$ cat src/include/dpr_pkg.sv
// constants shared by the dual rail power-on reset block
package dpr_pkg;
  // clock rate and stretch time, figure kept as printed
  localparam logic [63:0] DPR_CLK_HZ     = 64'h0BEB_C200;
  localparam logic [63:0] DPR_STRETCH_MS = 64'h0000_00B4;
  localparam logic [63:0] DPR_MS_PER_S   = 64'h0000_03E8;
  // 180 ms at 200 MHz; sized 64 bits as the product passes 2**31
  localparam logic [63:0] DPR_STRETCH_CYC64 =
    (DPR_CLK_HZ * DPR_STRETCH_MS) / DPR_MS_PER_S;
  localparam int unsigned DPR_CNT_W = 32;
  localparam logic [DPR_CNT_W-1:0] DPR_STRETCH_CYC =
    DPR_STRETCH_CYC64[DPR_CNT_W-1:0];
  // input synchroniser depth
  localparam int unsigned DPR_SYNC_LEN = 3;
  // per-rail reset sequencing states
  typedef enum logic [1:0] {
    DPR_HOLD    = 2'b00,
    DPR_STRETCH = 2'b01,
    DPR_RUN     = 2'b10
  } dpr_state_t;
endpackage

$ cat src/core/dpr_por.sv
// dual rail power-on reset sequencer with bidirectional main reset line
`timescale 1ns/1ps
`default_nettype none
module dpr_por #(
  parameter logic [dpr_pkg::DPR_CNT_W-1:0] STRETCH_CYCLES =
    dpr_pkg::DPR_STRETCH_CYC
) (
  // clock and reset
  input  wire logic clk,
  input  wire logic rstn,
  // comparator results, high when the rail is above threshold
  input  wire logic standby_supply_ok,
  input  wire logic main_supply_ok,
  // standby reset output, active low
  output var  logic standby_reset_out_n,
  // main reset line, open drain, active low
  input  wire logic main_reset_line_in_n,
  output var  logic main_reset_line_out_n,
  output var  logic main_reset_line_oe_n,
  // outside party is pulling the main reset line low
  output var  logic ext_reset_req
);
  import dpr_pkg::*;

  typedef struct packed {
    logic [DPR_SYNC_LEN-1:0] sb_sync;
    logic [DPR_SYNC_LEN-1:0] mn_sync;
    logic [DPR_SYNC_LEN-1:0] ln_sync;
    logic                    sb_ok;
    logic                    mn_ok;
    logic                    ln_high;
    dpr_state_t              sb_state;
    dpr_state_t              mn_state;
    logic [DPR_CNT_W-1:0]    sb_cnt;
    logic [DPR_CNT_W-1:0]    mn_cnt;
    logic                    mn_first;
    logic                    sb_out_n;
    logic                    mn_oe_n;
    logic                    ext_req;
    logic [DPR_SYNC_LEN:0]   oe_hist;
  } dpr_regs_t;

  dpr_regs_t st;
  dpr_regs_t next_st;
  logic      rst_sync1;
  logic      rst_sync2;

  // reset release through two flops; assertion stays asynchronous
  always_ff @(posedge clk or negedge rstn) begin
    if (!rstn) begin
      rst_sync1 <= 1'b0;
      rst_sync2 <= 1'b0;
    end else begin
      rst_sync1 <= 1'b1;
      rst_sync2 <= rst_sync1;
    end
  end

  // three-flop filter: value moves only when stages two and three agree
  function automatic logic filt(input logic [DPR_SYNC_LEN-1:0] s,
                                input logic old);
    filt = (s[1] == s[2]) ? s[2] : old;
  endfunction

  // next state of the whole block
  always_comb begin
    next_st = st;
    next_st.sb_sync = {st.sb_sync[1:0], standby_supply_ok};
    next_st.mn_sync = {st.mn_sync[1:0], main_supply_ok};
    next_st.ln_sync = {st.ln_sync[1:0], main_reset_line_in_n};
    next_st.sb_ok   = filt(st.sb_sync, st.sb_ok);
    next_st.mn_ok   = filt(st.mn_sync, st.mn_ok);
    next_st.ln_high = filt(st.ln_sync, st.ln_high);

    // standby rail sequencing
    case (st.sb_state)
      DPR_HOLD: begin
        next_st.sb_cnt = '0;
        if (st.sb_ok) begin
          next_st.sb_state = DPR_STRETCH;
        end
      end
      DPR_STRETCH: begin
        if (!st.sb_ok) begin
          next_st.sb_state = DPR_HOLD;
          next_st.sb_cnt   = '0;
        end else if (st.sb_cnt == STRETCH_CYCLES - 1'b1) begin
          next_st.sb_state = DPR_RUN;
        end else begin
          next_st.sb_cnt = st.sb_cnt + 1'b1;
        end
      end
      DPR_RUN: begin
        if (!st.sb_ok) begin
          next_st.sb_state = DPR_HOLD;
        end
      end
      default: begin
        next_st.sb_state = DPR_HOLD;
      end
    endcase
    // release only from the run state, so a low rail forces low
    next_st.sb_out_n = (next_st.sb_state == DPR_RUN);

    // main came up while standby was still low: main times itself
    if (!st.mn_ok) begin
      next_st.mn_first = 1'b0;
    end else if (st.mn_state == DPR_HOLD && !st.sb_ok) begin
      next_st.mn_first = 1'b1;
    end

    // main rail sequencing
    case (st.mn_state)
      DPR_HOLD: begin
        next_st.mn_cnt = '0;
        if (st.mn_ok) begin
          next_st.mn_state = DPR_STRETCH;
        end
      end
      DPR_STRETCH: begin
        if (!st.mn_ok) begin
          next_st.mn_state = DPR_HOLD;
          next_st.mn_cnt   = '0;
        end else if (!st.mn_first && !st.sb_out_n) begin
          // wait for standby release, then count the full stretch
          next_st.mn_cnt = '0;
        end else if (st.mn_cnt == STRETCH_CYCLES - 1'b1) begin
          next_st.mn_state = DPR_RUN;
        end else begin
          next_st.mn_cnt = st.mn_cnt + 1'b1;
        end
      end
      DPR_RUN: begin
        if (!st.mn_ok) begin
          next_st.mn_state = DPR_HOLD;
        end
      end
      default: begin
        next_st.mn_state = DPR_HOLD;
      end
    endcase
    next_st.mn_oe_n = (next_st.mn_state == DPR_RUN);

    // readback trails the filter by a few edges after release; wait
    // until the released line has had time to settle before trusting it
    next_st.oe_hist = {st.oe_hist[DPR_SYNC_LEN-1:0], st.mn_oe_n};
    next_st.ext_req = st.mn_oe_n && (&st.oe_hist) && !st.ln_high;
  end

  // single state register; all-zero reset asserts both resets
  always_ff @(posedge clk or negedge rst_sync2) begin
    if (!rst_sync2) begin
      st <= '0;
    end else begin
      st <= next_st;
    end
  end

  // outputs straight from flops, except the drive level, which is tied low
  assign standby_reset_out_n   = st.sb_out_n;
  assign main_reset_line_out_n = 1'b0; // open drain: only ever pulls low
  assign main_reset_line_oe_n  = st.mn_oe_n;
  assign ext_reset_req         = st.ext_req;

  // standby low rail forces standby reset on the next edge
  property p_sb_low;
    @(posedge clk) disable iff (!rst_sync2)
      !st.sb_ok |=> !standby_reset_out_n;
  endproperty
  a_sb_low: assert property (p_sb_low)
    else $error("standby reset not asserted with rail low");

  // standby release only after the counter has run the full stretch
  property p_sb_stretch;
    @(posedge clk) disable iff (!rst_sync2)
      $rose(standby_reset_out_n) |->
        $past(st.sb_cnt) == STRETCH_CYCLES - 1'b1 && $past(st.sb_ok);
  endproperty
  a_sb_stretch: assert property (p_sb_stretch)
    else $error("standby reset released before full stretch");

  // main low rail forces the line to be driven on the next edge
  property p_mn_low;
    @(posedge clk) disable iff (!rst_sync2)
      !st.mn_ok |=> !main_reset_line_oe_n && !main_reset_line_out_n;
  endproperty
  a_mn_low: assert property (p_mn_low)
    else $error("main reset not driven with rail low");

  // main release only after the full main stretch
  property p_mn_stretch;
    @(posedge clk) disable iff (!rst_sync2)
      $rose(main_reset_line_oe_n) |->
        $past(st.mn_cnt) == STRETCH_CYCLES - 1'b1 && $past(st.mn_ok);
  endproperty
  a_mn_stretch: assert property (p_mn_stretch)
    else $error("main reset released before full stretch");

  // main counter is idle while it waits on standby release
  property p_mn_wait;
    @(posedge clk) disable iff (!rst_sync2)
      (st.mn_state == DPR_STRETCH && !st.mn_first && !standby_reset_out_n
       && st.mn_ok) |=> st.mn_cnt == '0;
  endproperty
  a_mn_wait: assert property (p_mn_wait)
    else $error("main stretch counted before standby release");

  // an outside request is flagged only once the released line has settled
  property p_ext_req;
    @(posedge clk) disable iff (!rst_sync2)
      ext_reset_req |-> $past(main_reset_line_oe_n)
        && $past(main_reset_line_oe_n, 5) && !$past(st.ln_high);
  endproperty
  a_ext_req: assert property (p_ext_req)
    else $error("outside reset flagged while line driven or high");

  // a drop during stretch clears the count and keeps reset asserted
  property p_sb_restart;
    @(posedge clk) disable iff (!rst_sync2)
      (st.sb_state == DPR_STRETCH && !st.sb_ok) |=>
        st.sb_cnt == '0 && st.sb_state == DPR_HOLD && !standby_reset_out_n;
  endproperty
  a_sb_restart: assert property (p_sb_restart)
    else $error("standby stretch not restarted after drop");

  property p_mn_restart;
    @(posedge clk) disable iff (!rst_sync2)
      (st.mn_state == DPR_STRETCH && !st.mn_ok) |=>
        st.mn_cnt == '0 && st.mn_state == DPR_HOLD && !main_reset_line_oe_n;
  endproperty
  a_mn_restart: assert property (p_mn_restart)
    else $error("main stretch not restarted after drop");
endmodule
`default_nettype wire

$ cat config.mk
export PLATFORM = sky130hd
export DESIGN_NAME = dpr_por
export DESIGN_NICKNAME = d
export VERILOG_FILES = /design/src/include/dpr_pkg.sv /design/src/core/dpr_por.sv
export SDC_FILE = /design/constraint.sdc
export NUM_CORES = 1
export LEC_CHECK = 0
export ABC_AREA = 0
export BUFFER_PORTS_ARGS = -buffer_cell sky130_fd_sc_hd__buf_2
export CORE_MARGIN = 2
export CORE_UTILIZATION = 25
export DETAILED_ROUTE_END_ITERATION = 12
export MAX_ROUTING_LAYER = met4
export PLACE_DENSITY = 0.39
export SYNTH_ARGS = -nofsm -noshare
export SYNTH_HDL_FRONTEND = slang
export SYNTH_SLANG_ARGS = --single-unit
$ cat constraint.sdc
create_clock -name clk -period 6.7 [get_ports clk]
set_input_delay 0.67 -clock clk [delete_from_list [all_inputs] [get_ports clk]]
set_output_delay 0.67 -clock clk [all_outputs]
set_load 0.01 [all_outputs]
* After elaboration in Yosys (flattened, before gate mapping) *
Index checks and enable logic that the tools add are counted.
W data, S select, Z words.

word-level totals
  register bits after elaboration = 90
  output and inout bits = 4
  logic and storage cells = 68
  input port bits = 5

cells by class
  $add $sub $neg = 2
  equality and inequality tests = 14
  reduce and logical (&&, ||, !) cells = 15
  multiplexer cells = 20

operator list
  cell                     count
  $mux W32                 5
  $pmux W32 S2             2
  $add A32 B1 Y32 const B  2
  $eq A32 B26 Y1 const B   2
  $mux W2                  9
  $pmux W2 S3              2
  $eq A2 B2 Y1 const B     4
  $eq A2 B1 Y1 const B     2
  $logic_and A1 B1 Y1      4
  $logic_not A1 Y1         4
  $logic_not A2 Y1         2
  $ne A4 B4 Y1 const B     1
  $reduce_and A2 Y1        2
  $reduce_and A4 Y1        1
  $reduce_bool A2 Y1       2
  $eq A1 B1 Y1             3
  $ne A3 B3 Y1 const B     1
  $mux W1                  2
  $ne A2 B1 Y1 const B     1

* Depth between registers and ports, before layout *
Gate-level depths: netlist of run 1.

  depth in word-level cells = 6
  depth in mapped cells = 7

* Worst setup path before layout of run 1 *
Ideal clock, no wire load.

  path kind = reg-to-reg
  start = register st[62] (netlist name)
  end = register st[62] (netlist name)
  buffers on the path = 0
  data arrival time = 2.114 ns
  required time = 6.626 ns
  cell stages (with the launch flop) = 6
  library setup time = 0.074 ns
  slack = 4.511 ns
  period minus slack after synthesis = 2.189 ns
  cell sequence = dfrtp_1 > or4_1 > or4_4 > o31a_4 > a31o_1 > a21oi_2

between the ends
  word-level cells in the longest chain between the ends = 4
  elaborated cells on any way between the ends = 7
  those cells by class = add/sub (1); eq/ne (2); mux (3); reduce/logical (1)

RTL lines
  element                 line            text
  from (decl)             dpr_por.sv:43   dpr_regs_t st;
  from (signal assigned)  dpr_por.sv:155  st <= next_st;
  $add A32 B1 Y32         dpr_por.sv:90   next_st.sb_cnt = st.sb_cnt + 1'b1;
  $mux W32                dpr_por.sv:87   end else if (st.sb_cnt == STRETCH_CYCLES - 1'b1) begin
  $mux W32                dpr_por.sv:84   if (!st.sb_ok) begin
  $pmux W32 S2            dpr_por.sv:76   case (st.sb_state)

Several ways; a longest one is shown, not always the timed one. The select of a mux whose other input is x is not followed.
A chain may end at the register's enable or synchronous reset.

* Worst setup path in the final report of run 1 *
  start = register st[62] (netlist name)
  end = register st[67] (netlist name)

The elaborated chain is that of the path after synthesis.

==> flow_summary.ini, run 1 <==
[clock_tree]
cts_tree = yes
cts_resized = 0
clockBufferDepth = 2
path_clk_slew_ns = 0.07
cts-hold-fix-buffers = 0
numCtsBuffers = 9
cts_setup_buffers = 0
clock_sinks = 90
htreeDepth = 3
cts-root-buf = clkbuf_16
clock_latency_ns = 0.35

[run]
maxCapViolations = 0

[sta]
setup_violations = 0
hold_viol_final = 0
maxSlewViolCount = 0
skew_ns = 0.00912
fin_crit_sh = 0.443
hold_ws_ns = 0.0842
tns_ns = 0
max_freq_mhz = 337
worst_pin_slew_ns = 1.22
maxSlewHeadroom = 0.182
layout_setup_ws_ns = 3.73
rsz0062_at_grt = no
final.min_clock_period_ns = 2.97

[route]
vias = 3996
wl_um = 12300
drt_pass1_iterations = 4
vias_per_cell = 5.35
drtIter0Drc = 267
drc = 0
avgRoutedWirePerCell_um = 16.5
ant_nets = 0

[setup_path]
critPathMaxFanout = 11
crit_end = st[67]
endpoint_kind = flop
crit_required_ns = 6.94
setup.worst_path.start = st[62]
r2r_cells = 5
r2r_end = st[67]
worstSetupPathType = flop to flop
timing.rr.start = st[62]
crit_arrival_ns = 3.20
r2r_setup_slack_ns = 3.73
cp-start-kind = flop

[power]
power_mw = 1.12
vdd_drop_max_mv = 0.113
p_per_area_nw_per_um2 = 214
leakage_nw = 2.05

[global_route]
antenna_found_initial = 0
grt_max_degree = 66
grt_use_total = 0.136
overflow = 0
grt_pass1_wl_um = 21000
grt_pass1_vias = 3892

[logic_synthesis]
synth_edf_count = 0
netlist.area_leader.share = 0.481
syn_nets = 518
synthArstFlopShare = 1.00
synth-seq-cells = 90
synth_cell_types = 55
yosysSeqAreaShare = 0.481
synth.cell_area_um2 = 4680
synthCells = 511
synth_top_area_cell = dfrtp_1
yosysWarnings = 0
synth_area_leaders = dfrtp_1 (48%), o21ai_0 (5.1%), nand4_1 (4.1%)
synthFlopType = dfrtp_1
avgSynthCellArea_um2 = 9.16

[layout]
nets = 515
fill_cells = 1968
fin_cells = 747
synthToLayoutAreaGrowth_pct = 12.0
n_antenna_cell = 0
final_cell_mix = dfrtp_1 (89), nand2_1 (51), o21ai_0 (48), nand3_1 (37), nand4_1 (31)
final_common_cell = dfrtp_1
drive_gt1_frac = 0.0799

[floorplanning]
core-area_um2 = 18500
die-area_um2 = 19800
fp.dieH_um = 141
die_width_um = 141
start_util = 0.253
rows = 50
io_pins = 9

[placement]
dp_hpwl_um = 8260
post-place-cells = 731
port_buffers = 7
pre_cts_ws_ns = 3.77
gp_congestion = 0.804

[outcome]
status = finished clean

[min_path]
min-delay-path-class = primary input to asynchronous set/reset pin
cell type report:
cell class | instances | area [um2] | area share
Sequential cell | 90 | 2260 | 0.430
Timing Repair Buffer | 13 | 80.1 | 0.0153
Clock inverter | 7 | 67.6 | 0.0129
Multi-Input combinational cell | 380 | 2270 | 0.433
Tap cell | 234 | 293 | 0.0558
Inverter | 14 | 52.6 | 0.0100
Clock buffer | 9 | 225 | 0.0429
through the flow:
stage                util  area (um2)
floorplan               -        4680
global placement    0.268        4950
detailed placement  0.268        4950
CTS                 0.283        5250
global route        0.283        5250
finish              0.283        5250
worst max-delay path, cell delays in order, from the launching register on:
cell and delay [ns]:
dfrtp_1 0.43, or4_1 0.56, or4_4 0.54, nor3_1 0.98, nor3_1 0.17, mux2i_1 0.16
flip-flops by register name (all words and copies together), names as in the netlist:
name,cells
st,76
ext_reset_req,1
rst_sync1,1
next_st,9
standby_reset_out_n,1
rst_sync2,1
main_reset_line_oe_n,1
per-layer routing:
layer	global-route usage	share of wire	routed length, um	vias up
li1	-	-	-	1929
met1	0.177	0.48	5910	1992
met2	0.216	0.48	5930	60
met3	0.0194	0.022	272	15
met4	0.0542	0.016	199	0
met5	-	0	0	-
Yosys cell counts (3+ instances only):
cell type and n:
dfrtp_1 90, nand2_1 51, o21ai_0 48, nand3_1 37
nand4_1 31, nor2_1 27, a21oi_1 26, clkbuf_1 21
a31oi_1 17, inv_1 14, o31ai_1 13, nor3_1 12
nor4_1 12, or4_1 11, and3_1 10, and2_1 9
o211ai_1 6, nor4bb_1 5, o21a_1 5, o41ai_1 5
mux2i_1 4, nor4b_1 4, a21o_1 3, maj3_1 3
nand2b_1 3, nor3b_1 3, nor4_2 3, xor2_1 3
how the worst min path moves through the flow:
stage	cells past startpoint	start	to
floorplan	0	next_st[80]	next_st[81]
global placement	0	rst_sync2	next_st[86]
detailed placement	0	rst_sync2	next_st[86]
CTS	1	rstn	rst_sync2
global route	1	rstn	rst_sync2
finish	1	rstn	rst_sync2
cells by family (layout without fill, tap and decap cells):
| family | after synthesis | in the layout | share of synthesized area |
|---|---|---|---|
| muxes | 4 | 4 | 0.00855 |
| other | 2 | 2 | 0.00160 |
| xor gates and xnor gates | 3 | 3 | 0.00561 |
| AOI/OAI and AO/OA | 134 | 134 | 0.178 |
| and+or+nand+nor | 232 | 232 | 0.277 |
| buffers and inverters | 41 | 43 | 0.0366 |
| adders and majority gates | 5 | 5 | 0.0118 |
| DFF | 90 | 90 | 0.481 |
power by group:
group,total [mW],leakage (nW),internal (mW),switching (mW)
clock,0.509,0.142,0.262,0.247
sequential,0.566,1.22,0.553,0.0128
combinational,0.0492,0.690,0.0139,0.0353
(Power assumes the default switching activity.)
==> inputs of run 2 (changes only) <==
==> constraint.sdc (replaced) <==
create_clock -name clk -period 2.85 [get_ports clk]
set_input_delay 0.285 -clock clk [delete_from_list [all_inputs] [get_ports clk]]
set_output_delay 0.285 -clock clk [all_outputs]
set_load 0.01 [all_outputs]
==> flow_summary.ini, run 2 (synthesized netlist as in run 1, its figures left out) <==
[outcome]
status = finished clean

[sta]
rsz0062_at_grt = no
hold_viol_final = 0
final.min_clock_period_ns = 2.53
fin_crit_sh = 0.889
max_freq_mhz = 395
hold_ws_ns = 0.0410
skew_ns = 0.00950
setup_violations = 0
maxSlewViolCount = 0
worst_pin_slew_ns = 0.743
tns_ns = 0
maxSlewHeadroom = 0.500

[setup_path]
crit_required_ns = 3.11
cp-start-kind = flop
worstSetupPathType = flop to flop
r2r_cells = 6
setup.worst_path.start = st[62]
endpoint_kind = flop
timing.rr.start = st[62]
critPathMaxFanout = 15
crit_arrival_ns = 2.80

[floorplanning]
die-area_um2 = 19800
core-area_um2 = 18500
io_pins = 9
rows = 50
die_width_um = 141
fp.dieH_um = 141
start_util = 0.253

[clock_tree]
clock_latency_ns = 0.35
clockBufferDepth = 2
cts_setup_buffers = 0
cts_resized = 0
cts-root-buf = clkbuf_16
cts-hold-fix-buffers = 1
path_clk_slew_ns = 0.07
htreeDepth = 3
cts_tree = yes
clock_sinks = 90
numCtsBuffers = 9

[route]
wl_um = 12500
drtIter0Drc = 363
ant_nets = 0
vias_per_cell = 5.37
drc = 0
drt_pass1_iterations = 5
vias = 4085
avgRoutedWirePerCell_um = 16.4

[placement]
gp_congestion = 0.798
post-place-cells = 744
dp_hpwl_um = 8420
port_buffers = 7

[global_route]
gr-usage-met1 = 0.177
grt_max_degree = 50
busiest_layer = met2
grt_use_total = 0.134
met3_usage = 0.0194
grt_pass1_wl_um = 20700
grt_pass1_vias = 3919
overflow = 0
grt_use_met2 = 0.209
antenna_found_initial = 0

[min_path]
hp-start = standby_supply_ok
min-delay-path-class = primary input to flop
min_delay_path_depth = 1

[layout]
drive_gt1_frac = 0.102
regMostFlops = st
final_cell_mix = dfrtp_1 (89), nand2_1 (51), o21ai_0 (48), nand3_1 (37), nand4_1 (31)
final_common_cell = dfrtp_1
nets = 529
synthToLayoutAreaGrowth_pct = 14.8
fin_cells = 761
n_antenna_cell = 0
largest_reg_flops = 76

[power]
power_mw = 2.69
seq_power_share = 0.497
switching_share = 0.247
comb_power_share = 0.043
p_per_area_nw_per_um2 = 501
leakage_nw = 2.13
vdd_drop_max_mv = 0.271
p_switching_mw = 0.666
internal_power_mw = 2.03
clock_power_share = 0.460

[run]
maxCapViolations = 0
run 2: cell types whose count changed in the layout (fill, tap and decap cells not counted), sizes merged:
cell | previous run | this run
buf | 13 | 26
clkinv | 2 | 3
bufinv | 0 | 1
inv | 18 | 16
dlygate4sd3 | 0 | 1
run 2: power groups by stage:
stage	clock [mW]	combinational, mW	sequential (mW)
global route	1.34	0.133	1.34
global placement	0	0.118	1.36
CTS	1.29	0.119	1.34
finish	1.24	0.116	1.34
detailed placement	0	0.117	1.36
floorplan	0	0.0725	1.36
run 2: cell type report:
type / instances / area (um2)
fillers: 1972 / 13100
multi-input cells: 380 / 2270
flip-flops and latches: 90 / 2260
well taps: 234 / 293
clock buffers: 9 / 225
repair buffers: 27 / 200
clock inverters: 7 / 77.6
inverters: 14 / 52.6
run 2: through the flow:
stage	setup WS, ns	utilization	instance area, um2
2_1_floorplan	0.158	-	4680
3_3_place_gp	0.406	0.274	5060
3_5_place_dp	0.357	0.274	5060
4_1_cts	0.332	0.290	5380
5_1_grt	0.165	0.290	5380
6_report	0.317	0.290	5380
run 2: critical path, stage by stage (launching register included):
cell and delay (ns):
dfrtp_1 0.43, or4_1 0.55, or4_4 0.54, o31ai_4 0.59, buf_4 0.22, nand2_1 0.05, o21ai_0 0.07
run 2: routing by layer:
layer | routed length, um | part of all wire | up-vias
met5 | 0 | 0 | -
met4 | 131 | 0.011 | 0
met3 | 222 | 0.018 | 9
met2 | 6020 | 0.48 | 48
met1 | 6090 | 0.49 | 2077
li1 | - | - | 1951
run 2: final timing paths:
check / end / slack, ns
max: st[40] / 0.32
min: next_st[86] / 0.04
max reg2reg: st[40] / 0.32
min reg2reg: next_st[84] / 0.35
max in group asynchronous: next_st[3] / 1.78
min in group asynchronous: rst_sync2 / 0.25
==> inputs of run 3 (changes only) <==
==> constraint.sdc (replaced) <==
create_clock -name clk -period 2.85 [get_ports clk]
set_input_delay 0.1425 -clock clk [delete_from_list [all_inputs] [get_ports clk]]
set_output_delay 0.1425 -clock clk [all_outputs]
set_load 0.01 [all_outputs]
==> flow_summary.ini, run 3 (synthesized netlist as in run 1, its figures left out) <==
[outcome]
status = finished clean

[sta]
worst_pin_slew_ns = 0.739
final.min_clock_period_ns = 2.52
skew_ns = 0.00836
max_freq_mhz = 397
layout_setup_ws_ns = 0.331
fin_crit_sh = 0.884
tns_ns = 0
maxSlewViolCount = 0
setup_violations = 0
maxSlewHeadroom = 0.502
rsz0062_at_grt = no
hold_viol_final = 0

[clock_tree]
cts-root-buf = clkbuf_16
clockBufferDepth = 2
clock_latency_ns = 0.35
path_clk_slew_ns = 0.07
cts_tree = yes
htreeDepth = 3
numCtsBuffers = 9
clock_sinks = 90

[layout]
fin_cells = 764
synthToLayoutAreaGrowth_pct = 15.5
regMostFlops = st
largest_reg_flops = 76
final_cell_mix = dfrtp_1 (89), nand2_1 (51), o21ai_0 (48), nand3_1 (37), nand4_1 (31)
nets = 532
drive_gt1_frac = 0.102
fill_cells = 1970
final_common_cell = dfrtp_1
n_antenna_cell = 0

[placement]
port_buffers = 7
pre_cts_ws_ns = 0.357
gp_congestion = 0.798
dp_hpwl_um = 8420
post-place-cells = 744

[setup_path]
crit_arrival_ns = 2.78
critPathMaxFanout = 15
crit_required_ns = 3.11
timing.rr.start = st[62]
r2r_setup_slack_ns = 0.33
r2r_cells = 6
endpoint_kind = flop
cp-start-kind = flop
r2r_end = st[40]
worstSetupPathType = flop to flop

[min_path]
min-delay-path-class = primary input to asynchronous set/reset pin

[global_route]
antenna_found_initial = 0
met3_usage = 0.0194
grt_use_met2 = 0.209
grt_pass1_vias = 3921
grt_pass1_wl_um = 20700
grt_max_degree = 50
overflow = 0
busiest_layer = met2
grt_use_total = 0.134
gr-usage-met1 = 0.178

[route]
wl_um = 12400
drt_pass1_iterations = 4
avgRoutedWirePerCell_um = 16.3
vias = 4101
ant_nets = 0
drc = 0
drtIter0Drc = 365
vias_per_cell = 5.37

[run]
maxCapViolations = 0

[floorplanning]
start_util = 0.253
io_pins = 9
die-area_um2 = 19800
die_width_um = 141
core-area_um2 = 18500
fp.dieH_um = 141
rows = 50

[power]
vdd_drop_max_mv = 0.271
leakage_nw = 2.14
p_per_area_nw_per_um2 = 498
run 3: cell types whose count changed in the layout (fill, tap and decap cells not counted):
| cell | previous run | this run |
|---|---|---|
| dlygate4sd3_1 | 1 | 4 |
run 3: where the power goes:
group | internal (mW) | total (mW) | switching (mW)
clock network | 0.688 | 1.24 | 0.549
logic | 0.0413 | 0.119 | 0.0779
registers | 1.30 | 1.34 | 0.0378
run 3: worst max path at each step:
stage | start | endpoint | slack [ns]
3_3_place_gp | st[62] | st[40] | 0.41
2_1_floorplan | rst_sync2 | ext_reset_req | 0.16
4_1_cts | st[62] | st[40] | 0.33
3_5_place_dp | st[62] | st[40] | 0.36
5_1_grt | st[40] | st[40] | 0.16
6_report | st[62] | st[40] | 0.33
run 3: metrics by stage:
step	hold WS (ns)	utilization	power (mW)	cell area (um2)
after floorplan	-0.153	-	1.43	4680
final	0.110	0.292	2.69	5410
after global routing	0.115	0.292	2.82	5410
after detailed placement	-0.0700	0.274	1.48	5060
after CTS	0.0916	0.292	2.75	5410
after global placement	-0.0724	0.274	1.48	5060
run 3: repair_timing:
action | 4_1_cts | 5_1_grt
endpoints found under the hold margin | 5 | 0
hold buffers | 4 | 0
buffers inserted | 0 | 0
gates resized for setup | 0 | 0
setup endpoints to repair | 0 | 0
run 3: per-layer routing:
metal	vias to the layer above	share of wire
met1	2063	0.48
met5	-	0
met4	0	0.011
met3	9	0.024
met2	70	0.48
li1	1959	-
run 3: final cells by class:
cell class	instances	area, um2	area share
Multi-Input combinational cell	380	2270	0.420
Clock buffer	9	225	0.0416
Clock inverter	7	77.6	0.0143
Timing Repair Buffer	30	230	0.0426
Inverter	14	52.6	0.00972
Tap cell	234	293	0.0541
Sequential cell	90	2260	0.417
run 3: critical path: stages, from the launching register on:
cell	delay [ns]
dfrtp_1	0.43
or4_1	0.55
or4_4	0.54
o31ai_4	0.58
buf_4	0.22
nand2_1	0.05
o21ai_0	0.07
